[config.mk]
export PLATFORM = sky130hd
export DESIGN_NAME = control_transfer_branch_unit
export DESIGN_NICKNAME = d
export VERILOG_FILES = /design/src/rtl/ctb_pkg.sv /design/src/rtl/control_transfer_branch_unit.sv /design/src/rtl/ctb_axi_slave.sv /design/src/rtl/ctb_cond_eval.sv
export SDC_FILE = /design/constraint.sdc
export NUM_CORES = 1
export LEC_CHECK = 0
export BUFFER_PORTS_ARGS = -buffer_cell sky130_fd_sc_hd__buf_2
export CAP_MARGIN = 5
export CORE_ASPECT_RATIO = 2
export CORE_MARGIN = 2
export CORE_UTILIZATION = 44
export CTS_CLUSTER_SIZE = 8
export DETAILED_ROUTE_END_ITERATION = 10
export PLACE_DENSITY = 0.59
export REMOVE_ABC_BUFFERS = 1
export SETUP_SLACK_MARGIN = 0.15
export SYNTH_ARGS = -nofsm -noshare
export SYNTH_HDL_FRONTEND = slang
export SYNTH_SLANG_ARGS = --single-unit
[constraint.sdc]
create_clock -name clk_sys_in -period 5.7 [get_ports clk_sys_in]
set_input_delay 0.285 -clock clk_sys_in [delete_from_list [all_inputs] [get_ports clk_sys_in]]
set_output_delay 0.285 -clock clk_sys_in [all_outputs]
set_load 0.02 [all_outputs]
[src/rtl/ctb_pkg.sv]
// Constants, encodings and register map of the control-transfer branch unit.
// Assumes one 20 MHz clock domain and an AXI4-Lite register bus.
package ctb_pkg;
  // Instruction fields
  localparam int OP_HI = 31;
  localparam int OP_LO = 30;
  localparam int ANNUL_BIT = 29;
  localparam int COND_HI = 28;
  localparam int COND_LO = 25;
  localparam int SUB_HI = 24;
  localparam int SUB_LO = 22;
  localparam int OP3_HI = 24;
  localparam int OP3_LO = 19;
  localparam int RD_HI = 29;
  localparam int RD_LO = 25;
  localparam int IMM_SEL_BIT = 13;
  localparam int SIMM_HI = 12;
  localparam int BR_OFS_HI = 21;
  localparam int LONG_OFS_HI = 29;
  // Encodings
  localparam logic [1:0] OP_BRANCH = 2'h0;
  localparam logic [1:0] OP_CALL = 2'h1;
  localparam logic [1:0] OP_ARITH = 2'h2;
  localparam logic [2:0] SUB_FLOAT = 3'h6;
  localparam logic [2:0] SUB_COPROC = 3'h7;
  localparam logic [5:0] OP3_JUMP_LINK = 6'h38;
  localparam logic [3:0] COND_NEVER = 4'h0;
  localparam logic [3:0] COND_ALWAYS = 4'h8;
  localparam logic [4:0] LINK_REG = 5'h0F;
  // Float compare flags
  localparam logic [1:0] FCC_E = 2'h0;
  localparam logic [1:0] FCC_L = 2'h1;
  localparam logic [1:0] FCC_G = 2'h2;
  localparam logic [1:0] FCC_U = 2'h3;
  // Trap codes on the trap port
  localparam logic [1:0] TRAP_NONE = 2'h0;
  localparam logic [1:0] TRAP_FLOAT_OFF = 2'h1;
  localparam logic [1:0] TRAP_COPROC_OFF = 2'h2;
  localparam logic [1:0] TRAP_MISALIGN = 2'h3;
  // Register byte offsets
  localparam logic [4:0] REG_INSN = 5'h00;
  localparam logic [4:0] REG_PC = 5'h04;
  localparam logic [4:0] REG_SRC = 5'h08;
  localparam logic [4:0] REG_SRC2 = 5'h0C;
  localparam logic [4:0] REG_CTRL = 5'h10;
  localparam logic [4:0] REG_TARGET = 5'h14;
  localparam logic [4:0] REG_STATUS = 5'h18;
  localparam logic [4:0] REG_LINK = 5'h1C;
  // Control register fields
  localparam int CTRL_FCC_LO = 0;
  localparam int CTRL_CCC_LO = 2;
  localparam int CTRL_FEN = 4;
  localparam int CTRL_CEN = 5;
  localparam int CTRL_FPRES = 6;
  localparam int CTRL_CPRES = 7;
  localparam int CTRL_SUPER = 8;
  localparam logic [31:0] CTRL_RESET = 32'h0000_00C0;
  localparam logic [1:0] RESP_OKAY = 2'h0;
  localparam logic [1:0] RESP_SLVERR = 2'h2;
endpackage

[src/rtl/control_transfer_branch_unit.sv]
// Control-transfer decode unit: float and coprocessor branches, call, jump-and-link.
// Assumes software loads instruction, address and operands over AXI4-Lite, then
// writes the instruction word again to start a decode; results appear two cycles after that write.
// How it works
// - float condition decoded from four compare outcomes; 1000 always, 0000 never.
// - float never branch does not transfer; annul bit squashes delay slot.
// - float always branch goes to address plus four times signed offset.
// - conditional float branch transfers only when the condition holds.
// - taken conditional branch runs delay slot; untaken with annul squashes it.
// - float unit off or absent: no branch, no annul, float-off trap.
// - coprocessor condition tests the two-bit flag against listed value sets.
// - coprocessor never and always behave like the float pair.
// - coprocessor off or absent: no branch, no annul, coprocessor-off trap.
// - call, top bits 01, transfers to address plus offset shifted by two.
// - call writes its own address to register 15.
// - jump-and-link targets register sum or register plus signed immediate.
// - jump-and-link writes its own address to its destination register.
// - jump-and-link target with low bits nonzero traps, no transfer.
// - target fetch uses the supervisor state left by a trap return.
`timescale 1ns/1ns
module control_transfer_branch_unit (
  // Clock and reset
  input wire logic clk_sys_in,
  input wire logic rst_in,
  // AXI4-Lite write
  input wire logic [4:0] awaddr_in,
  input wire logic awvalid_in,
  output logic awready_out,
  input wire logic [31:0] wdata_in,
  input wire logic [3:0] wstrb_in,
  input wire logic wvalid_in,
  output logic wready_out,
  output logic [1:0] bresp_out,
  output logic bvalid_out,
  input wire logic bready_in,
  // AXI4-Lite read
  input wire logic [4:0] araddr_in,
  input wire logic arvalid_in,
  output logic arready_out,
  output logic [31:0] rdata_out,
  output logic [1:0] rresp_out,
  output logic rvalid_out,
  input wire logic rready_in,
  // Decode results
  output logic taken_out,
  output logic annul_out,
  output logic [31:0] target_out,
  output logic target_super_out,
  output logic link_we_out,
  output logic [4:0] link_idx_out,
  output logic [31:0] link_val_out,
  output logic [1:0] trap_out,
  output logic done_out
);
  logic wr_en, wr_ok, rd_ok;
  logic [4:0] wr_addr, rd_addr;
  logic [31:0] wr_data, rd_data;
  logic [3:0] wr_strb;
  logic [31:0] insn_reg, pc_reg, src_reg, src2_reg, ctrl_reg;
  logic start_reg;
  logic float_true, coproc_true;

  ctb_axi_slave u_axi (
    .clk_sys_in(clk_sys_in),
    .rst_in(rst_in),
    .awaddr_in(awaddr_in),
    .awvalid_in(awvalid_in),
    .awready_out(awready_out),
    .wdata_in(wdata_in),
    .wstrb_in(wstrb_in),
    .wvalid_in(wvalid_in),
    .wready_out(wready_out),
    .bresp_out(bresp_out),
    .bvalid_out(bvalid_out),
    .bready_in(bready_in),
    .araddr_in(araddr_in),
    .arvalid_in(arvalid_in),
    .arready_out(arready_out),
    .rdata_out(rdata_out),
    .rresp_out(rresp_out),
    .rvalid_out(rvalid_out),
    .rready_in(rready_in),
    .wr_en_out(wr_en),
    .wr_addr_out(wr_addr),
    .wr_data_out(wr_data),
    .wr_strb_out(wr_strb),
    .wr_ok_in(wr_ok),
    .rd_addr_out(rd_addr),
    .rd_data_in(rd_data),
    .rd_ok_in(rd_ok)
  );

  ctb_cond_eval u_cond (
    .cond_in(insn_reg[ctb_pkg::COND_HI:ctb_pkg::COND_LO]),
    .fcc_in(ctrl_reg[ctb_pkg::CTRL_FCC_LO +: 2]),
    .ccc_in(ctrl_reg[ctb_pkg::CTRL_CCC_LO +: 2]),
    .float_true_out(float_true),
    .coproc_true_out(coproc_true)
  );

  function automatic logic [31:0] merge(input logic [31:0] old, input logic [31:0] val,
                                        input logic [3:0] strb);
    logic [31:0] r;
    r = old;
    for (int i = 0; i < 4; i++) begin
      if (strb[i]) begin
        r[i*8 +: 8] = val[i*8 +: 8];
      end
    end
    return r;
  endfunction

  function automatic logic is_writable(input logic [4:0] a);
    return a == ctb_pkg::REG_INSN || a == ctb_pkg::REG_PC || a == ctb_pkg::REG_SRC ||
           a == ctb_pkg::REG_SRC2 || a == ctb_pkg::REG_CTRL;
  endfunction

  assign wr_ok = is_writable(wr_addr);

  // Writing the instruction word starts a decode
  always_ff @(posedge clk_sys_in) begin
    if (rst_in) begin
      insn_reg <= 32'h0000_0000;
      pc_reg <= 32'h0000_0000;
      src_reg <= 32'h0000_0000;
      src2_reg <= 32'h0000_0000;
      ctrl_reg <= ctb_pkg::CTRL_RESET;
      start_reg <= 1'b0;
    end else begin
      start_reg <= wr_en && wr_addr == ctb_pkg::REG_INSN;
      if (wr_en) begin
        case (wr_addr)
          ctb_pkg::REG_INSN: insn_reg <= merge(insn_reg, wr_data, wr_strb);
          ctb_pkg::REG_PC: pc_reg <= merge(pc_reg, wr_data, wr_strb);
          ctb_pkg::REG_SRC: src_reg <= merge(src_reg, wr_data, wr_strb);
          ctb_pkg::REG_SRC2: src2_reg <= merge(src2_reg, wr_data, wr_strb);
          ctb_pkg::REG_CTRL: ctrl_reg <= merge(ctrl_reg, wr_data, wr_strb);
          default: ;
        endcase
      end
    end
  end

  // Combinational decode
  logic [1:0] op;
  logic is_fb, is_cb, is_call, is_jl, annul_bit, uncond, cond_true, unit_on;
  logic [31:0] br_target, call_target, jl_target;
  logic taken_next, annul_next, link_we_next;
  logic [1:0] trap_next;
  logic [31:0] target_next;
  logic [4:0] link_idx_next;
  always_comb begin
    op = insn_reg[ctb_pkg::OP_HI:ctb_pkg::OP_LO];
    // Branch families
    is_fb = op == ctb_pkg::OP_BRANCH &&
            insn_reg[ctb_pkg::SUB_HI:ctb_pkg::SUB_LO] == ctb_pkg::SUB_FLOAT;
    is_cb = op == ctb_pkg::OP_BRANCH &&
            insn_reg[ctb_pkg::SUB_HI:ctb_pkg::SUB_LO] == ctb_pkg::SUB_COPROC;
    is_call = op == ctb_pkg::OP_CALL;
    is_jl = op == ctb_pkg::OP_ARITH &&
            insn_reg[ctb_pkg::OP3_HI:ctb_pkg::OP3_LO] == ctb_pkg::OP3_JUMP_LINK;
    annul_bit = insn_reg[ctb_pkg::ANNUL_BIT];
    uncond = insn_reg[ctb_pkg::COND_HI:ctb_pkg::COND_LO] == ctb_pkg::COND_ALWAYS ||
             insn_reg[ctb_pkg::COND_HI:ctb_pkg::COND_LO] == ctb_pkg::COND_NEVER;
    cond_true = is_fb ? float_true : coproc_true;
    unit_on = is_fb ? (ctrl_reg[ctb_pkg::CTRL_FEN] & ctrl_reg[ctb_pkg::CTRL_FPRES])
                    : (ctrl_reg[ctb_pkg::CTRL_CEN] & ctrl_reg[ctb_pkg::CTRL_CPRES]);
    // Sign-extend before scaling so that backward offsets wrap
    br_target = pc_reg + {{8{insn_reg[ctb_pkg::BR_OFS_HI]}},
                          insn_reg[ctb_pkg::BR_OFS_HI:0], 2'h0};
    call_target = pc_reg + {insn_reg[ctb_pkg::LONG_OFS_HI:0], 2'h0};
    jl_target = src_reg + (insn_reg[ctb_pkg::IMM_SEL_BIT] ?
                {{19{insn_reg[ctb_pkg::SIMM_HI]}}, insn_reg[ctb_pkg::SIMM_HI:0]} :
                src2_reg);
    taken_next = 1'b0;
    annul_next = 1'b0;
    link_we_next = 1'b0;
    link_idx_next = 5'h00;
    trap_next = ctb_pkg::TRAP_NONE;
    target_next = 32'h0000_0000;
    if (is_fb || is_cb) begin
      if (!unit_on) begin
        // Disabled unit: neither branch nor annul
        trap_next = is_fb ? ctb_pkg::TRAP_FLOAT_OFF : ctb_pkg::TRAP_COPROC_OFF;
      end else if (uncond) begin
        // Always or never: annul bit alone squashes the slot
        taken_next = cond_true;
        annul_next = annul_bit;
        target_next = br_target;
      end else begin
        // Annul only bites on the untaken path
        taken_next = cond_true;
        annul_next = annul_bit & ~cond_true;
        target_next = br_target;
      end
    end else if (is_call) begin
      taken_next = 1'b1;
      target_next = call_target;
      link_we_next = 1'b1;
      link_idx_next = ctb_pkg::LINK_REG;
    end else if (is_jl) begin
      target_next = jl_target;
      link_we_next = 1'b1;
      link_idx_next = insn_reg[ctb_pkg::RD_HI:ctb_pkg::RD_LO];
      if (jl_target[1:0] != 2'h0) begin
        trap_next = ctb_pkg::TRAP_MISALIGN;
      end else begin
        taken_next = 1'b1;
      end
    end
  end

  // Result latch, held until the next decode
  always_ff @(posedge clk_sys_in) begin
    if (rst_in) begin
      taken_out <= 1'b0;
      annul_out <= 1'b0;
      target_out <= 32'h0000_0000;
      link_we_out <= 1'b0;
      link_idx_out <= 5'h00;
      link_val_out <= 32'h0000_0000;
      trap_out <= ctb_pkg::TRAP_NONE;
    end else if (start_reg) begin
      taken_out <= taken_next;
      annul_out <= annul_next;
      target_out <= target_next;
      link_we_out <= link_we_next;
      link_idx_out <= link_idx_next;
      link_val_out <= pc_reg;
      trap_out <= trap_next;
    end
  end

  // Supervisor state is sampled at decode, so a trap return written before start wins
  always_ff @(posedge clk_sys_in) begin
    if (rst_in) begin
      target_super_out <= 1'b0;
      done_out <= 1'b0;
    end else begin
      done_out <= start_reg;
      if (start_reg) begin
        target_super_out <= ctrl_reg[ctb_pkg::CTRL_SUPER];
      end
    end
  end

  always_comb begin
    rd_ok = 1'b1;
    case (rd_addr)
      ctb_pkg::REG_INSN: rd_data = insn_reg;
      ctb_pkg::REG_PC: rd_data = pc_reg;
      ctb_pkg::REG_SRC: rd_data = src_reg;
      ctb_pkg::REG_SRC2: rd_data = src2_reg;
      ctb_pkg::REG_CTRL: rd_data = ctrl_reg;
      ctb_pkg::REG_TARGET: rd_data = target_out;
      ctb_pkg::REG_STATUS: rd_data = {27'h0, trap_out, link_we_out, annul_out, taken_out};
      ctb_pkg::REG_LINK: rd_data = link_val_out;
      default: begin
        rd_data = 32'h0000_0000;
        rd_ok = 1'b0;
      end
    endcase
  end

  // Disabled unit never transfers or annuls
  property p_off_trap;
    @(posedge clk_sys_in) disable iff (rst_in)
      start_reg && (is_fb || is_cb) && !unit_on |=>
        !taken_out && !annul_out && trap_out != ctb_pkg::TRAP_NONE;
  endproperty
  a_off_trap: assert property (p_off_trap) else $error("disabled unit branched");
  property p_cond_annul;
    @(posedge clk_sys_in) disable iff (rst_in)
      start_reg && (is_fb || is_cb) && unit_on && !uncond |=>
        annul_out == (annul_bit && !taken_out);
  endproperty
  a_cond_annul: assert property (p_cond_annul) else $error("conditional annul wrong");
  property p_never;
    @(posedge clk_sys_in) disable iff (rst_in)
      start_reg && is_fb && unit_on &&
        insn_reg[ctb_pkg::COND_HI:ctb_pkg::COND_LO] == ctb_pkg::COND_NEVER |=>
        !taken_out && annul_out == $past(annul_bit);
  endproperty
  a_never: assert property (p_never) else $error("never branch wrong");
  property p_always;
    @(posedge clk_sys_in) disable iff (rst_in)
      start_reg && is_cb && unit_on &&
        insn_reg[ctb_pkg::COND_HI:ctb_pkg::COND_LO] == ctb_pkg::COND_ALWAYS |=>
        taken_out && target_out == $past(br_target);
  endproperty
  a_always: assert property (p_always) else $error("always branch wrong");
  property p_call_link;
    @(posedge clk_sys_in) disable iff (rst_in)
      start_reg && is_call |=> link_we_out && link_idx_out == ctb_pkg::LINK_REG &&
        link_val_out == $past(pc_reg);
  endproperty
  a_call_link: assert property (p_call_link) else $error("call link wrong");
  property p_misalign;
    @(posedge clk_sys_in) disable iff (rst_in)
      start_reg && is_jl && jl_target[1:0] != 2'h0 |=>
        trap_out == ctb_pkg::TRAP_MISALIGN && !taken_out;
  endproperty
  a_misalign: assert property (p_misalign) else $error("misaligned jump taken");
  property p_jl_link;
    @(posedge clk_sys_in) disable iff (rst_in)
      start_reg && is_jl |=> link_idx_out == $past(insn_reg[ctb_pkg::RD_HI:ctb_pkg::RD_LO]) &&
        target_out == $past(jl_target);
  endproperty
  a_jl_link: assert property (p_jl_link) else $error("jump link wrong");
  property p_done;
    @(posedge clk_sys_in) disable iff (rst_in)
      wr_en && wr_addr == ctb_pkg::REG_INSN |-> ##2 done_out ##1 !done_out;
  endproperty
  a_done: assert property (p_done) else $error("done pulse wrong");
endmodule // control_transfer_branch_unit

[src/rtl/ctb_axi_slave.sv]
// AXI4-Lite slave front end: one write and one read at a time.
// Assumes a master that follows AXI4-Lite handshakes; strobes go to the core.
`timescale 1ns/1ns
module ctb_axi_slave (
  // Clock and reset
  input wire logic clk_sys_in,
  input wire logic rst_in,
  // Write channels
  input wire logic [4:0] awaddr_in,
  input wire logic awvalid_in,
  output logic awready_out,
  input wire logic [31:0] wdata_in,
  input wire logic [3:0] wstrb_in,
  input wire logic wvalid_in,
  output logic wready_out,
  output logic [1:0] bresp_out,
  output logic bvalid_out,
  input wire logic bready_in,
  // Read channels
  input wire logic [4:0] araddr_in,
  input wire logic arvalid_in,
  output logic arready_out,
  output logic [31:0] rdata_out,
  output logic [1:0] rresp_out,
  output logic rvalid_out,
  input wire logic rready_in,
  // Core side
  output logic wr_en_out,
  output logic [4:0] wr_addr_out,
  output logic [31:0] wr_data_out,
  output logic [3:0] wr_strb_out,
  input wire logic wr_ok_in,
  output logic [4:0] rd_addr_out,
  input wire logic [31:0] rd_data_in,
  input wire logic rd_ok_in
);
  logic aw_have_reg, w_have_reg;
  always_ff @(posedge clk_sys_in) begin
    if (rst_in) begin
      awready_out <= 1'b0;
      wready_out <= 1'b0;
      aw_have_reg <= 1'b0;
      w_have_reg <= 1'b0;
      wr_addr_out <= 5'h00;
      wr_data_out <= 32'h0000_0000;
      wr_strb_out <= 4'h0;
    end else begin
      awready_out <= ~aw_have_reg & ~awready_out & ~bvalid_out & awvalid_in;
      wready_out <= ~w_have_reg & ~wready_out & ~bvalid_out & wvalid_in;
      if (awvalid_in & awready_out) begin
        aw_have_reg <= 1'b1;
        wr_addr_out <= awaddr_in;
      end
      if (wvalid_in & wready_out) begin
        w_have_reg <= 1'b1;
        wr_data_out <= wdata_in;
        wr_strb_out <= wstrb_in;
      end
      if (wr_en_out) begin
        aw_have_reg <= 1'b0;
        w_have_reg <= 1'b0;
      end
    end
  end
  // Fires for one cycle once both halves have landed
  always_ff @(posedge clk_sys_in) begin
    if (rst_in) begin
      wr_en_out <= 1'b0;
    end else begin
      wr_en_out <= aw_have_reg & w_have_reg & ~wr_en_out & ~bvalid_out;
    end
  end
  always_ff @(posedge clk_sys_in) begin
    if (rst_in) begin
      bvalid_out <= 1'b0;
      bresp_out <= ctb_pkg::RESP_OKAY;
    end else if (wr_en_out) begin
      bvalid_out <= 1'b1;
      bresp_out <= wr_ok_in ? ctb_pkg::RESP_OKAY : ctb_pkg::RESP_SLVERR;
    end else if (bready_in) begin
      bvalid_out <= 1'b0;
    end
  end
  // Offered address feeds the core decode directly, so the word captured at the handshake
  // belongs to this read and not to the one before
  assign rd_addr_out = araddr_in;
  always_ff @(posedge clk_sys_in) begin
    if (rst_in) begin
      arready_out <= 1'b0;
      rvalid_out <= 1'b0;
      rdata_out <= 32'h0000_0000;
      rresp_out <= ctb_pkg::RESP_OKAY;
    end else begin
      arready_out <= arvalid_in & ~arready_out & ~rvalid_out;
      if (arvalid_in & arready_out) begin
        rvalid_out <= 1'b1;
        rdata_out <= rd_data_in;
        rresp_out <= rd_ok_in ? ctb_pkg::RESP_OKAY : ctb_pkg::RESP_SLVERR;
      end else if (rready_in) begin
        rvalid_out <= 1'b0;
      end
    end
  end
endmodule // ctb_axi_slave

[src/rtl/ctb_cond_eval.sv]
// Combinational condition evaluator for both branch families.
// Assumes flags are stable when the decode step samples the result.
`timescale 1ns/1ns
module ctb_cond_eval (
  // Condition and flags
  input wire logic [3:0] cond_in,
  input wire logic [1:0] fcc_in,
  input wire logic [1:0] ccc_in,
  // Results
  output logic float_true_out,
  output logic coproc_true_out
);
  logic e, l, g, u;
  logic [3:0] cv;
  always_comb begin
    e = (fcc_in == ctb_pkg::FCC_E);
    l = (fcc_in == ctb_pkg::FCC_L);
    g = (fcc_in == ctb_pkg::FCC_G);
    u = (fcc_in == ctb_pkg::FCC_U);
    // Float outcomes by condition code
    case (cond_in)
      4'h0: float_true_out = 1'b0;
      4'h1: float_true_out = l | g | u;
      4'h2: float_true_out = l | g;
      4'h3: float_true_out = l | u;
      4'h4: float_true_out = l;
      4'h5: float_true_out = g | u;
      4'h6: float_true_out = g;
      4'h7: float_true_out = u;
      4'h8: float_true_out = 1'b1;
      4'h9: float_true_out = e;
      4'hA: float_true_out = e | u;
      4'hB: float_true_out = e | g;
      4'hC: float_true_out = e | g | u;
      4'hD: float_true_out = e | l;
      4'hE: float_true_out = e | l | u;
      default: float_true_out = ~u;
    endcase
    // Coprocessor value sets, bit n set means flag value n passes
    case (cond_in)
      4'h0: cv = 4'h0;
      4'h1: cv = 4'hE;
      4'h2: cv = 4'h6;
      4'h3: cv = 4'hA;
      4'h4: cv = 4'h2;
      4'h5: cv = 4'hC;
      4'h6: cv = 4'h4;
      4'h7: cv = 4'h8;
      4'h8: cv = 4'hF;
      4'h9: cv = 4'h1;
      4'hA: cv = 4'h9;
      4'hB: cv = 4'h5;
      4'hC: cv = 4'hD;
      4'hD: cv = 4'h3;
      4'hE: cv = 4'hB;
      default: cv = 4'h7;
    endcase
    coproc_true_out = cv[ccc_in];
  end
endmodule // ctb_cond_eval

==> results of run 1 <==
[final cells by class]
class / count / area (um^2)
Timing Repair Buffer: 229 / 1410
Sequential cell: 324 / 6490
Clock buffer: 51 / 1230
Fill cell: 3806 / 18600
Multi-Input combinational cell: 1558 / 10100
Inverter: 52 / 195
Clock inverter: 1 / 5.00
Tap cell: 520 / 651
[cell usage after synthesis, types with 7 or more instances]
cell        n
inv_1      51
nand4_1    10
a31oi_1    42
nand2b_1   15
mux2_2     18
o211ai_1    7
buf_1      14
a22o_1     12
xor2_1     20
xnor2_1    38
nand3_1    66
and3_1     14
o21a_1     17
and2_1      7
a21o_1     22
nor2b_1    10
nor3_1     39
nand2_1   207
o21bai_1    7
o21ai_0    57
clkbuf_1  103
or3_1       9
dfxtp_1   324
ha_1       74
a21oi_1   185
a222oi_1   14
a22oi_1    69
mux2i_1   172
nor2_1    293
a221oi_1   22
[per-layer routing]
metal  up-vias  wire, um
li1       7709         -
met1      7988     24300
met2       628     34900
met3       236      3050
met4         0      4570
met5         -         0
[logic make-up (layout without fill, tap and decap cells)]
family	after synthesis	count (layout)	share of synthesized area (%)
adder cells (fa/ha/maj)	76	76	5.62
AND/OR/NAND/NOR	699	699	17.8
AO/OA/AOI/OAI	532	532	20.7
XOR/XNOR	58	58	2.95
buffers and inverters	174	333	3.89
flip-flops	324	324	37.7
multiplexers	191	191	11.3
other	1	2	0.0218
[through the flow]
| step | instance area [um^2] | hold slack (ps) | std cells | utilization (%) | power [W] |
|---|---|---|---|---|---|
| CTS | 20100 | 1.05 | 2735 | 52.0 | 0.00499 |
| global route | 20100 | 14.2 | 2735 | 52.0 | 0.00508 |
| finish | 20100 | 13.7 | 2735 | 52.0 | 0.00495 |
| floorplan | 16700 | 350 | 1934 | - | 0.00238 |
| global placement | 18400 | 451 | 2642 | 47.7 | 0.00249 |
| detailed placement | 18400 | 459 | 2642 | 47.7 | 0.00249 |
[worst paths after layout]
check	start	end	slack [ps]	depth (start not counted)
hold reg to reg	u_axi.aw_have_reg	u_axi.wr_en_out	460	2
setup reg to reg	insn_reg[13]	target_out[26]	1620	14
hold / removal	wdata_in[11]	u_axi.wr_data_out[11]	10	3
setup / recovery	insn_reg[13]	target_out[26]	1620	14
[power by group through the flow]
stage	combinational (W)	clock, W	sequential, W
after floorplan	0.0000386	0	0.00234
after global placement	0.000144	0	0.00235
after detailed placement	0.000146	0	0.00235
after CTS	0.000168	0.00252	0.00230
after global routing	0.000180	0.00260	0.00230
final	0.000168	0.00248	0.00230
[timing repair]
item,CTS,global route
endpoints found under the hold margin,41,0
endpoints found under the setup margin,0,0
hold buffers,41,0
[worst max-delay path: stages (launching register included)]
cell       delay (ps)
dfxtp_1           320
buf_4             390
mux2_2            390
ha_1              200
inv_1              80
fa_1              200
nor2b_1            70
o31a_1            290
o21a_1            290
a211o_1           370
a221oi_4          470
a31oi_1           180
xnor2_1           160
a2111oi_0         440
nor3_1             90
==> flow_metrics.tcl, run 1 <==
set metrics [dict create \
    critPathCaptureType "flip-flop" \
    ant_nets 0 \
    die_w_um 144 \
    netlist_area_um2 17200 \
    layout_min_cycle_time_ps 4080 \
    synth_edf_count 0 \
    ir_drop_v 0.000221 \
    synth.top_cell.area_share_pct 37.7 \
    dp_hpwl_um 46200 \
    p_seq_share_pct 46.5 \
    antenna_found_initial 1 \
    layout_commonest_cell "dfxtp_1" \
    gr-max-usage-layer "met2" \
    setup_slack_ps 1620 \
    grt_pass1_vias 16370 \
    p_int_w 0.00383 \
    ys_types 83 \
    use_met1_pct 34.7 \
    leakage_nw 8.23 \
    period_share_pct 71.5 \
    hp-class "in -> reg" \
    hold_viol 0 \
    grt_pass1_wl_um 99600 \
    initial_core_util_pct 44.5 \
    ctsResizeCount 0 \
    die_h_um 284 \
    crit_arrival_ps 4480 \
    power_density_nw_per_um2 246 \
    fmax_mhz 245 \
    clk_latency_ps 560 \
    async_flop_share_pct 0 \
    grt_max_degree 115 \
    fp.dieArea_um2 40800 \
    ys_top_cells_by_area "dfxtp_1 (38%), mux2i_1 (10%), nor2_1 (6.4%)" \
    max_slew_margin_pct 14.4 \
    h-tree-depth 2 \
    startpoint_type "flip-flop" \
    core_area_um2 38700 \
    post_cts_buffers 0 \
    drt_pass1_iterations 7 \
    cap_viol_max_count 0 \
    num_io_pins 170 \
    synth_warnings 0 \
    drt_iter0_markers 1214 \
    status "completed" \
    p_sw_share_pct 22.7 \
    cts_tree "built" \
    avgSynthCellArea_um2 8.37 \
    synthCells 2055 \
    layout_common_cells "dfxtp_1 (323), nor2_1 (288), nand2_1 (207)" \
    fin_tns_setup_ps 0 \
    drt-vias-per-instance 6.06 \
    report.final.slew_viol_count 0 \
    path_class "reg -> reg" \
    track_usage_pct 32.4 \
    dr_total_vias 16561 \
    synthFlopType "dfxtp_1" \
    drive_gt1_share_pct 13.0 \
    cts-root-buf "clkbuf_16" \
    post-place-ws_ps 1610 \
    cts_buffers 46 \
    worst_setup_hold_path_clk_slew_ps 60 \
    cp.required_ps 6100 \
    cts_buffer_depth 3 \
    grtUsageMet2_pct 58.9 \
    p_clk_share_pct 50.1 \
    gr-total-overflow 0 \
    diodes 0 \
    num_rows 102 \
    port_buffers 167 \
    place_congestion 0.966 \
    finalSetupViolations 0 \
    syn_to_final_growth_pct 16.9 \
    rsz0062_at_grt "no" \
    routed_wl_um 66800 \
    power.switching_w 0.00112 \
    remaining_drc_errors 0 \
    synth.ff_latch_count 324 \
    fin_skew_ps 27.8 \
    ys_seq_area_share_pct 37.7 \
    use_met3_pct 4.20 \
    clkSinkCount 324 \
    worst-path-max-fanout 35 \
    wl_per_cell_um 24.4 \
    worst_pin_slew_ps 1280 \
    fin_nets 2340 \
    synth_top_area_cell "dfxtp_1" \
    p_comb_share_pct 3.4 \
]
No activity file was read; power rests on OpenSTA's default activity.
==> run 2: changes to the inputs <==
--- a/config.mk
+++ b/config.mk
@@ -5,6 +5,7 @@
 export SDC_FILE = /design/constraint.sdc
 export NUM_CORES = 1
 export LEC_CHECK = 0
+export ABC_AREA = 1
 export BUFFER_PORTS_ARGS = -buffer_cell sky130_fd_sc_hd__buf_2
 export CAP_MARGIN = 5
 export CORE_ASPECT_RATIO = 2
==> constraint.sdc (replaced) <==
create_clock -name clk_sys_in -period 4.2 [get_ports clk_sys_in]
set_input_delay 0.21 -clock clk_sys_in [delete_from_list [all_inputs] [get_ports clk_sys_in]]
set_output_delay 0.21 -clock clk_sys_in [all_outputs]
set_load 0.02 [all_outputs]
==> run 2 against run 1 <==
Synthesized cell count rose by 40%. Flip-flop and latch count stayed put. Wire length increased by 31%. Power grew 37%. Fmax grew 26%. Cell area increased by 7.2%. Global-route usage grew 7.0 points. Area after synthesis up 7.3%.
==> flow_metrics.tcl, run 2 <==
set metrics [dict create \
    async_flop_share_pct 0 \
    wl_per_cell_um 24.2 \
    fp.dieArea_um2 43700 \
    layout_common_cells "nand2_1 (667), nor2_1 (410), inv_1 (387)" \
    hold_viol 0 \
    fmax_mhz 308 \
    leakage_nw 10.3 \
    use_met1_pct 38.8 \
    critPathCaptureType "flip-flop" \
    ir_drop_v 0.000365 \
    drive_gt1_share_pct 9.45 \
    ctsHoldBuffers 46 \
    r2r-start "insn_reg[13]" \
    ys_seq_area_share_pct 35.2 \
    ys_top_cells_by_area "dfxtp_1 (35%), nand2_1 (14%), nor2_1 (8.4%)" \
    r2r-end "target_out[30]" \
    min_path_cells 4 \
    dpl_cell_area_um2 19800 \
    cts-root-buf "clkbuf_16" \
    crit_arrival_ps 3700 \
    hp-class "in -> reg" \
    startpoint_type "flip-flop" \
    fin_skew_ps 28.0 \
    place_congestion 1.06 \
    ys_types 46 \
    cts_buffers 46 \
    finalSetupViolations 0 \
    cp_num_buf_inv 3 \
    multi_input_area_um2 10100 \
    finalInstanceArea_um2 21500 \
    die_w_um 149 \
    num_io_pins 170 \
    ant_nets 0 \
    fin_tns_setup_ps 0 \
    cp_slowest_cell "buf_4" \
    nFillCells 4327 \
    synth_top_area_cell "dfxtp_1" \
    reg2reg_slack_ps 950 \
    synth_edf_count 0 \
    avgSynthCellArea_um2 6.41 \
    cp_slowest_stage_delay_ps 430 \
    min_to "u_axi.rresp_out[1]" \
    cap_viol_max_count 0 \
    grt_max_degree 117 \
    layout_commonest_cell "nand2_1" \
    dp_hpwl_um 65500 \
    remaining_drc_errors 0 \
    use_met3_pct 5.95 \
    gr-max-usage-layer "met2" \
    gr-total-overflow 0 \
    port_buffers 167 \
    cts_buffer_depth 3 \
    track_usage_pct 39.4 \
    ctsResizeCount 0 \
    cp_top_family "simple AND/OR/NAND/NOR gates" \
    period_share_pct 77.3 \
    syn_to_final_growth_pct 16.8 \
    max_slew_margin_pct 22.9 \
    cts_tree "built" \
    die_h_um 294 \
    p_total_w 0.00678 \
    dp_cells 3521 \
    cp.required_ps 4650 \
    seqCellArea_um2 6490 \
    fin_nets 3204 \
    clk_latency_ps 580 \
    synth_warnings 0 \
    crit_chain "buf_4 > nand2_1 > o21ai_0 > ha_1 > inv_1 > fa_1 > inv_1 > nand3_1 > nand3_1 > nand2_1 > nand2_1 > nand2_1 > nand2_1 > nand2_1 > nand2_1 > nand2_1 > nand3_1 > nand2_1 > nand2_1 > nand3_1" \
    h-tree-depth 2 \
    grt_pass1_wl_um 126000 \
    path_class "reg -> reg" \
    netlist_area_um2 18400 \
    fin_cells 3620 \
    synthCells 2878 \
    power_density_nw_per_um2 315 \
    core_area_um2 41600 \
    drt_iter0_markers 1576 \
    antenna_found_initial 2 \
    synth_common_cells "nand2_1 (669), nor2_1 (412), inv_1 (389)" \
    yosysMostFrequentCell "nand2_1" \
    grtUsageMet2_pct 69.8 \
    synthFlopType "dfxtp_1" \
    routed_wl_um 87500 \
    synth.top_cell.area_share_pct 35.2 \
    report.final.slew_viol_count 0 \
    worst_setup_hold_path_clk_slew_ps 60 \
    drt-vias-per-instance 5.71 \
    clkSinkCount 324 \
    synth.ff_latch_count 324 \
    initial_core_util_pct 44.3 \
    worst_pin_slew_ps 1150 \
    post_cts_buffers 0 \
    crit_top_cell "nand2_1" \
    status "completed" \
    grt_pass1_vias 20002 \
    worst-path-max-fanout 47 \
    drt_pass1_iterations 8 \
    rsz0062_at_grt "no" \
    layout_min_cycle_time_ps 3250 \
    r2r_cells 20 \
    hold_start "araddr_in[0]" \
    dr_total_vias 20660 \
    num_rows 106 \
]
-- run 2: cell count changes after synthesis, sizes merged, moves of 35 or more --
cell and delta:
inv +344, o21ai +249, nor2 +121, a22oi -69, o22ai +35, mux2i -172, nand3 +90, nand2 +465
a31oi -37
-- run 2: metal layers --
| layer | wire length [um] | up-vias | share of wire, % |
|---|---|---|---|
| li1 | - | 9724 | - |
| met1 | 28900 | 9538 | 33 |
| met2 | 43200 | 1016 | 49 |
| met3 | 5470 | 380 | 6.3 |
| met4 | 9920 | 2 | 11 |
| met5 | 13 | - | 0.015 |
-- run 2: area by class of cell --
| cell class | count | share of cell area, % |
|---|---|---|
| Clock buffer | 49 | 5.44 |
| Antenna cell | 1 | 0.0116 |
| Timing Repair Buffer | 246 | 7.23 |
| Sequential cell | 324 | 30.1 |
| Clock inverter | 3 | 0.256 |
| Tap cell | 540 | 3.14 |
| Inverter | 400 | 6.98 |
| Multi-Input combinational cell | 2057 | 46.8 |
-- run 2: cells by family (layout without fill, tap and decap cells) --
kind of cell | Yosys count | in the layout | synth area share, %
other | 1 | 3 | 0.0203
AND/OR/NAND/NOR | 1316 | 1316 | 29.1
adder cells (fa/ha/maj) | 76 | 76 | 5.24
buffers and inverters | 498 | 698 | 10.3
flip-flops | 324 | 324 | 35.2
XOR/XNOR | 19 | 19 | 0.902
AO/OA/AOI/OAI | 644 | 644 | 19.3
-- run 2: stage by stage --
step,util (%),hold WS (ps),setup slack [ps]
after global routing,51.7,234,762
after floorplan,-,279,943
final,51.7,226,952
after detailed placement,47.7,406,1030
after CTS,51.7,206,1020
after global placement,47.7,402,1020
-- run 2: report_power, final --
| part | internal, W | switching (W) |
|---|---|---|
| Sequential | 0.00310 | 0.0000355 |
| Clock | 0.00195 | 0.00141 |
| Combinational | 0.0000887 | 0.000185 |
| Total | 0.00515 | 0.00163 |
-- run 2: worst min-delay path, cell delays in order --
cell and delay (ps):
buf_2 120, nor3_2 50, buf_4 250, nor2_1 130
-- run 2: worst max-delay path by stage --
stage | start | endpoint | slack [ps] | depth (start not counted)
2_1_floorplan | rst_in | u_cond.cv[1] | 940 | 5
3_3_place_gp | insn_reg[13] | target_out[30] | 1020 | 20
3_5_place_dp | insn_reg[13] | target_out[18] | 1030 | 18
4_1_cts | insn_reg[13] | target_out[18] | 1020 | 18
5_1_grt | insn_reg[13] | target_out[30] | 760 | 20
6_report | insn_reg[13] | target_out[30] | 950 | 20
